## src/dac_ctrl_pkg.sv

```systemverilog
// Purpose: shared constants for the dac output update control core
// Assumes: 24-bit frames, one channel at address 0
// Notes:   command codes match the serial command byte
package dac_ctrl_pkg;

  // frame layout
  localparam int         FRAME_BITS   = 24;
  localparam int         CMD_MSB      = 23;
  localparam int         CMD_LSB      = 16;
  localparam logic [4:0] FRAME_COUNT  = 5'h18;
  localparam logic [4:0] CNT_RST      = 5'h00;

  // command bytes; low three bits of data commands carry the channel
  localparam logic [7:0] CMD_NOP      = 8'h00;
  localparam logic [7:0] CMD_CLEAR    = 8'h01;
  localparam logic [7:0] CMD_LOAD     = 8'h18;
  localparam logic [7:0] CMD_SWB      = 8'h28;
  localparam logic [7:0] CMD_PD       = 8'h30;
  localparam logic [7:0] CMD_WR       = 8'h08;
  localparam logic [7:0] CMD_STORE_AND_UPDATE_CMD     = 8'h10;
  localparam logic [7:0] CMD_STORE_ALL_UPDATE_CMD     = 8'h20;
  localparam logic [7:0] CMD_RD_PRE   = 8'h88;
  localparam logic [7:0] CMD_RD_OUT   = 8'h90;
  localparam logic [7:0] CMD_RD_CFG   = 8'h98;
  localparam logic [7:0] ADDR_MASK    = 8'hF8;

  // data field positions
  localparam int         CH0_BIT      = 0;
  localparam int         FLOAT_BIT    = 8;

  // configuration report layout
  localparam int         CFG_SWB_BIT  = 2;
  localparam int         CFG_PULL_BIT = 1;
  localparam int         CFG_HIZ_BIT  = 0;

  // reset and default values
  localparam logic [15:0] ZERO_CODE   = 16'h0000;
  localparam logic [15:0] MID_CODE    = 16'h8000;
  localparam logic        SWB_RST     = 1'b1;
  localparam logic        PD_RST      = 1'b0;
  localparam logic [23:0] SHIFT_RST   = 24'h000000;

  // cycles to wait after reset before the level select pin is trusted
  localparam logic [1:0]  INIT_CYCLES = 2'h3;
  localparam logic [1:0]  INIT_RST    = 2'h0;

endpackage : dac_ctrl_pkg

```

## src/pin_sync.sv

```systemverilog
// Purpose: two flip-flop synchroniser for pin inputs
// Assumes: inputs are asynchronous levels
// Notes:   first stage feeds only the second
`timescale 1ns/1ns
module pin_sync #(
  parameter int               W       = 1,
  parameter logic [W-1:0]     RST_VAL = '0
) (
  // clock and reset
  input  wire logic           ref_clk,
  input  wire logic           rst_n,
  // pins
  input  wire logic [W-1:0]   pin_in,
  output logic      [W-1:0]   pin_sync_out
);

  logic [W-1:0] meta_q;

  always_ff @(posedge ref_clk or negedge rst_n) begin
    if (!rst_n) begin
      meta_q       <= RST_VAL;
      pin_sync_out <= RST_VAL;
    end else begin
      meta_q       <= pin_in;
      pin_sync_out <= meta_q;
    end
  end

endmodule : pin_sync

```

## src/dac_output_update_control.sv

```systemverilog
// Purpose: register transfer control of a single channel 16-bit dac
// Assumes: serial pins and level pins are asynchronous to ref_clk
// Notes:   frames decode when select_n rises after at least 24 sclk rises
`timescale 1ns/1ns
module dac_output_update_control (
  // clock and reset
  input  wire logic        ref_clk,
  input  wire logic        rst_n,
  // serial link
  input  wire logic        select_n,
  input  wire logic        sclk,
  input  wire logic        sdi,
  output logic             sdo,
  output logic             sdo_oe,
  // level pins
  input  wire logic        powerup_level_select_pin,
  input  wire logic        load_pin_n,
  input  wire logic        clear_pin_n,
  // converter side
  output logic [15:0]      dac_code_q,
  output logic             amp_enable_q,
  output logic             out_float_q,
  output logic             out_pulldown_q
);
  import dac_ctrl_pkg::*;

  ////////////////////////////////////////////////////////////////////////////
  // synchronisers

  logic [5:0] pins_s;
  logic       sel_n_s;
  logic       sclk_s;
  logic       sdi_s;
  logic       level_s;
  logic       load_n_s;
  logic       clear_n_s;

  pin_sync #(
    .W       (6),
    .RST_VAL (6'h23)
  ) u_sync (
    .ref_clk      (ref_clk),
    .rst_n        (rst_n),
    .pin_in       ({select_n, sclk, sdi, powerup_level_select_pin, load_pin_n, clear_pin_n}),
    .pin_sync_out (pins_s)
  );

  assign {sel_n_s, sclk_s, sdi_s, level_s, load_n_s, clear_n_s} = pins_s;

  ////////////////////////////////////////////////////////////////////////////
  // edge detection

  logic sel_n_q;
  logic sclk_q;

  always_ff @(posedge ref_clk or negedge rst_n) begin
    if (!rst_n) begin
      sel_n_q <= 1'b1;
      sclk_q  <= 1'b0;
    end else begin
      sel_n_q <= sel_n_s;
      sclk_q  <= sclk_s;
    end
  end

  logic sclk_rise;
  logic sclk_fall;
  logic sel_fall;
  logic sel_rise;

  assign sclk_rise = !sel_n_s && sclk_s && !sclk_q;
  assign sclk_fall = !sel_n_s && !sclk_s && sclk_q;
  assign sel_fall  = !sel_n_s && sel_n_q;
  assign sel_rise  = sel_n_s && !sel_n_q;

  ////////////////////////////////////////////////////////////////////////////
  // frame shift register and bit count

  logic [23:0] shift_q;
  logic [4:0]  bit_cnt_q;
  logic        frame_go;
  logic [7:0]  cmd;
  logic [15:0] data;

  assign frame_go = sel_rise && (bit_cnt_q == FRAME_COUNT);
  assign cmd      = shift_q[CMD_MSB:CMD_LSB];
  assign data     = shift_q[15:0];

  always_ff @(posedge ref_clk or negedge rst_n) begin
    if (!rst_n) begin
      bit_cnt_q <= CNT_RST;
    end else if (sel_fall) begin
      bit_cnt_q <= CNT_RST;
    end else if (sclk_rise && bit_cnt_q != FRAME_COUNT) begin
      bit_cnt_q <= bit_cnt_q + 5'h01;
    end
  end

  // command matchers
  function automatic logic is_ch0(input logic [7:0] c, input logic [7:0] base);
    is_ch0 = ((c & ADDR_MASK) == base) && (c[2:0] == 3'h0);
  endfunction : is_ch0

  logic do_wr;
  logic do_store_and_update_cmd;
  logic do_store_all_update_cmd;
  logic do_load;
  logic do_clear;
  logic do_swb;
  logic do_pd;
  logic do_rd_pre;
  logic do_rd_out;
  logic do_rd_cfg;

  assign do_wr     = frame_go && is_ch0(cmd, CMD_WR);
  assign do_store_and_update_cmd   = frame_go && is_ch0(cmd, CMD_STORE_AND_UPDATE_CMD);
  assign do_store_all_update_cmd   = frame_go && (cmd & ADDR_MASK) == CMD_STORE_ALL_UPDATE_CMD;
  assign do_load   = frame_go && cmd == CMD_LOAD && data[CH0_BIT];
  assign do_clear  = frame_go && cmd == CMD_CLEAR;
  assign do_swb    = frame_go && cmd == CMD_SWB;
  assign do_pd     = frame_go && cmd == CMD_PD;
  assign do_rd_pre = frame_go && is_ch0(cmd, CMD_RD_PRE);
  assign do_rd_out = frame_go && is_ch0(cmd, CMD_RD_OUT);
  assign do_rd_cfg = frame_go && is_ch0(cmd, CMD_RD_CFG);

  ////////////////////////////////////////////////////////////////////////////
  // configuration state

  logic       swb_q;
  logic       pd_float_q;
  logic       pd_pull_q;
  logic [7:0] cfg_report;

  always_ff @(posedge ref_clk or negedge rst_n) begin
    if (!rst_n) begin
      swb_q      <= SWB_RST;
      pd_float_q <= PD_RST;
      pd_pull_q  <= PD_RST;
    end else if (do_clear) begin
      swb_q      <= SWB_RST;
      pd_float_q <= PD_RST;
      pd_pull_q  <= PD_RST;
    end else begin
      if (do_swb) begin
        swb_q <= data[CH0_BIT];
      end
      if (do_pd) begin
        pd_pull_q  <= data[CH0_BIT];
        pd_float_q <= data[FLOAT_BIT] && !data[CH0_BIT];
      end
    end
  end

  always_comb begin
    cfg_report               = 8'h00;
    cfg_report[CFG_SWB_BIT]  = swb_q;
    cfg_report[CFG_PULL_BIT] = pd_pull_q;
    cfg_report[CFG_HIZ_BIT]  = pd_float_q;
  end

  ////////////////////////////////////////////////////////////////////////////
  // power-up level capture

  logic [1:0]  init_cnt_q;
  logic        init_done;
  logic        init_load;
  logic [15:0] def_code;

  assign init_done = init_cnt_q == INIT_CYCLES;
  assign init_load = init_cnt_q == (INIT_CYCLES - 2'h1);
  assign def_code  = level_s ? MID_CODE : ZERO_CODE;

  always_ff @(posedge ref_clk or negedge rst_n) begin
    if (!rst_n) begin
      init_cnt_q <= INIT_RST;
    end else if (!init_done) begin
      init_cnt_q <= init_cnt_q + 2'h1;
    end
  end

  ////////////////////////////////////////////////////////////////////////////
  // data registers

  logic [15:0] preload_q;
  logic        clear_any;

  assign clear_any = !clear_n_s || do_clear;

  always_ff @(posedge ref_clk or negedge rst_n) begin
    if (!rst_n) begin
      preload_q <= ZERO_CODE;
    end else if (init_load || clear_any) begin
      preload_q <= def_code;
    end else if (do_wr || do_store_and_update_cmd || do_store_all_update_cmd) begin
      preload_q <= data;
    end
  end

  always_ff @(posedge ref_clk or negedge rst_n) begin
    if (!rst_n) begin
      dac_code_q <= ZERO_CODE;
    end else if (init_load || !clear_n_s) begin
      dac_code_q <= def_code;
    end else if (do_clear) begin
      dac_code_q <= def_code;
    end else if (do_store_and_update_cmd || do_store_all_update_cmd) begin
      dac_code_q <= data;
    end else if (do_wr && !swb_q) begin
      dac_code_q <= data;
    end else if (do_load) begin
      dac_code_q <= preload_q;
    end else if (!load_n_s && init_done) begin
      dac_code_q <= preload_q;
    end
  end

  ////////////////////////////////////////////////////////////////////////////
  // power-down outputs

  always_ff @(posedge ref_clk or negedge rst_n) begin
    if (!rst_n) begin
      amp_enable_q   <= 1'b1;
      out_float_q    <= 1'b0;
      out_pulldown_q <= 1'b0;
    end else begin
      amp_enable_q   <= !(pd_float_q || pd_pull_q);
      out_float_q    <= pd_float_q;
      out_pulldown_q <= pd_pull_q;
    end
  end

  ////////////////////////////////////////////////////////////////////////////
  // shift register and serial out

  always_ff @(posedge ref_clk or negedge rst_n) begin
    if (!rst_n) begin
      shift_q <= SHIFT_RST;
    end else if (do_rd_pre) begin
      shift_q <= {cmd, preload_q};
    end else if (do_rd_out) begin
      shift_q <= {cmd, dac_code_q};
    end else if (do_rd_cfg) begin
      shift_q <= {cmd, 8'h00, cfg_report};
    end else if (sclk_rise) begin
      shift_q <= {shift_q[22:0], sdi_s};
    end
  end

  always_ff @(posedge ref_clk or negedge rst_n) begin
    if (!rst_n) begin
      sdo    <= 1'b0;
      sdo_oe <= 1'b0;
    end else begin
      sdo_oe <= !sel_n_s;
      if (sel_fall || sclk_fall) begin
        sdo <= shift_q[23];
      end
    end
  end
endmodule : dac_output_update_control

```

## config.mk

```make
export PLATFORM = sky130hd
export DESIGN_NAME = dac_output_update_control
export DESIGN_NICKNAME = d
export VERILOG_FILES = /design/src/dac_ctrl_pkg.sv /design/src/pin_sync.sv /design/src/dac_output_update_control.sv
export SDC_FILE = /design/constraint.sdc
export NUM_CORES = 1
export LEC_CHECK = 0
export ABC_AREA = 1
export BUFFER_PORTS_ARGS = -buffer_cell sky130_fd_sc_hd__buf_2
export CORE_MARGIN = 3
export CORE_UTILIZATION = 50
export CTS_CLUSTER_DIAMETER = 200
export DETAILED_ROUTE_END_ITERATION = 6
export PLACE_DENSITY = 0.68
export SLEW_MARGIN = 20
export SYNTH_ARGS = -nofsm -noshare
export SYNTH_HDL_FRONTEND = slang
export SYNTH_SLANG_ARGS = --single-unit
```

## constraint.sdc

```tcl
create_clock -name ref_clk -period 2.46 [get_ports ref_clk]
set_clock_uncertainty 0.2 [all_clocks]
set_input_delay 0.738 -clock ref_clk [delete_from_list [all_inputs] [get_ports ref_clk]]
set_output_delay 0.738 -clock ref_clk [all_outputs]
set_load 0.03 [all_outputs]
```

==> metrics.yaml <==
outcome: "completed"
num_vias: 3216
place.detailed.hpwl_um: 5895
portBuffers: 28
leakagePower_nw: 2.211
grt_usage_pct: 20.54
cts_made_buffers: 9
ioPinCount: 29
relSlewSlack_pct: 69.61
cp-start-kind: "flip-flop"
crit_path_cell_trace: "inv_1, ha_1, nand4_2, nor2_4, nand3_2, nand2_4, nor2_8, nor2_8, nand2_1, nand3_1"
end_kind: "flip-flop"
drc: 0
die_x_um: 96.57
ant_nets: 0
cts_sinks: 85
worstHoldStart: "u_sync.meta_q[0]"
dp_slack_ns: 0.1836
maxCapViolations: 0
tightestPinTransition_ns: 0.4548
n_fill_cell: 739
finalSetupViolCount: 0
root_buffer: "clkbuf_8"
setup_tns_ns: 0
crit_family: "simple AND/OR/NAND/NOR gates"
core_mm2: 0.007848
synth_cells: 481
yosysSeqAreaShare_pct: 52.14
path_max_fanout: 17
clkTransAtPathRegs_ns: 0.08
first_pass_iters: 5
cts_tree: "yes"
rsz0062_at_grt: "no"
htree_levels: 3
cp.required_ns: 2.54
final_common_cell: "nand2_1"
place.gp.congestion: 0.8805
syn_nets: 493
holdPathStages: 0
placementRows: 32
synth_cell_types: 35
crit_path_frequent_cell: "nor2_8"
mostFrequentLayoutCells: "nand2_1, dfrtp_1, inv_1"
min_period_ns: 2.287
fin_ws_ns: 0.1726
dieArea_mm2: 0.009326
fin_hold_ws_ns: 0.1602
yosysWarningCount: 0
grt_pass1_vias: 3128
area_growth_pct: 11.81
hold_viol: 0
synthesis.area_mm2: 0.004101
hold_end: "u_sync.pin_sync_out[0]"
max_stage_delay_ns: 0.40
reg2reg_depth: 10
slew_viol_final: 0
power_density_mw_per_mm2: 564.5
timing.final.crit_share_pct: 92.98
ys_ff_latch: 85
drt_wl_total_um: 8547
grt_max_degree: 57
total_power_mw: 2.589
antenna_cells: 0
drtIter0Drc: 153
slowest_stage: "dfrtp_1"
syn_area_per_cell_um2: 8.527
final_nets: 532
drive_above_1_share_pct: 18.10
initial_utilization_pct: 52.26
crit_type: "reg2reg"
clk_path_buf_depth: 2
worstPathArrival_ns: 2.37
reg2reg_to: "dac_code_q[15]"
grt_overflow: 0
hp-class: "reg2reg"
vias_per_cell: 5.129
reg2reg_from: "bit_cnt_q[0]"
clk_latency_ns: 0.35
fp.dieH_um: 96.57
wl_per_cell_um: 13.63
antenna_found_initial: 0
path_buf_inv: 1
rrSetupSlack_ns: 0.17
post_cts_buffers: 0
fmax_mhz: 437.2
ir_worst_vdd_v: 0.0004061
grt_pass1_wl_um: 14730
-- worst max-delay path by stage --
stage	to	cells past startpoint	startpoint
floorplan	preload_q[15]	10	bit_cnt_q[0]
global placement	shift_q[3]	9	bit_cnt_q[0]
detailed placement	dac_code_q[2]	10	bit_cnt_q[0]
CTS	dac_code_q[15]	10	bit_cnt_q[0]
global route	dac_code_q[3]	11	bit_cnt_q[0]
finish	dac_code_q[15]	10	bit_cnt_q[0]
-- metrics by stage --
stage | std cells | instance area (um^2) | util (%)
global route | 627 | 4586 | 58.43
detailed placement | 610 | 4405 | 56.14
global placement | 610 | 4405 | 56.14
floorplan | 481 | 4101 | -
CTS | 627 | 4586 | 58.43
finish | 627 | 4586 | 58.43
-- Yosys cell counts --
cell | n | share of area (%)
clkbuf_1 | 1 | 0.091
o211ai_1 | 12 | 2.2
nor3_1 | 5 | 0.61
dfstp_2 | 9 | 5.8
nand2_2 | 3 | 0.46
a21oi_1 | 2 | 0.24
nand3_1 | 32 | 3.9
nor2_2 | 2 | 0.31
nand3_4 | 1 | 0.43
nor2_4 | 5 | 1.4
nor3_2 | 1 | 0.24
o21ai_0 | 38 | 4.6
and3_1 | 1 | 0.15
nand3_2 | 4 | 0.98
a211oi_1 | 1 | 0.18
o21ai_1 | 19 | 2.3
buf_2 | 6 | 0.73
xnor2_1 | 1 | 0.21
ha_1 | 4 | 1.2
nor3b_1 | 1 | 0.18
nand4_2 | 1 | 0.31
a31oi_1 | 1 | 0.15
dfrtp_1 | 76 | 46
buf_6 | 2 | 0.55
nor2_8 | 2 | 0.98
nand2_4 | 4 | 1.1
o21ai_2 | 1 | 0.21
buf_8 | 1 | 0.37
nand4_1 | 7 | 1.1
inv_2 | 4 | 0.37
buf_4 | 5 | 0.92
nor2_1 | 18 | 1.6
nand2_1 | 155 | 14
inv_1 | 54 | 4.9
o211ai_2 | 2 | 0.61
-- registers in the layout (all words and copies together) (netlist names) --
name                 cells
dac_code_q              16
pd_pull_q                1
sdo                      1
pd_float_q               1
amp_enable_q             1
shift_q                 24
swb_q                    1
out_pulldown_q           1
init_cnt_q               2
u_sync.pin_sync_out      6
sclk_q                   1
u_sync.meta_q            6
sdo_oe                   1
sel_n_q                  1
preload_q               16
out_float_q              1
bit_cnt_q                5
-- per-layer routing --
layer  global-route usage (%)  up-vias  wire length, um
li1                         -     1626                -
met2                    32.07       65             3857
met4                    7.827        0              138
met3                    3.253       14              323
met5                        0        -                0
met1                    28.89     1511             4228
-- logic make-up (layout without fill, tap and decap cells) --
logic type / after synthesis / count (layout) / synth area share (%)
buf+inv: 73 / 117 / 7.962
flops: 85 / 85 / 52.14
fa+ha+maj: 4 / 4 / 1.220
compound gates: 76 / 76 / 10.56
simple gates: 242 / 242 / 27.91
xor+xnor: 1 / 1 / 0.2136
-- where the power goes --
group | switching (mW) | total, mW | internal, mW
sequential | 0.0471 | 1.50 | 1.45
combinational | 0.128 | 0.201 | 0.0731
clock | 0.494 | 0.887 | 0.392
total | 0.670 | 2.59 | 1.92
-- area by class of cell --
class	count	area, um^2	share of cell area [%]
Tap cell	102	127.6	2.783
Sequential cell	85	2138	46.63
Timing Repair Buffer	43	295.3	6.439
Multi-Input combinational cell	323	1637	35.69
Clock buffer	12	145.1	3.165
Inverter	58	217.7	4.748
Clock inverter	4	25.02	0.5457
-- timing repair --
item                      CTS  global route
hold endpoints to repair    1             0
gates resized for setup     0             0
hold buffers                1             0
(Power assumes the default switching activity.)
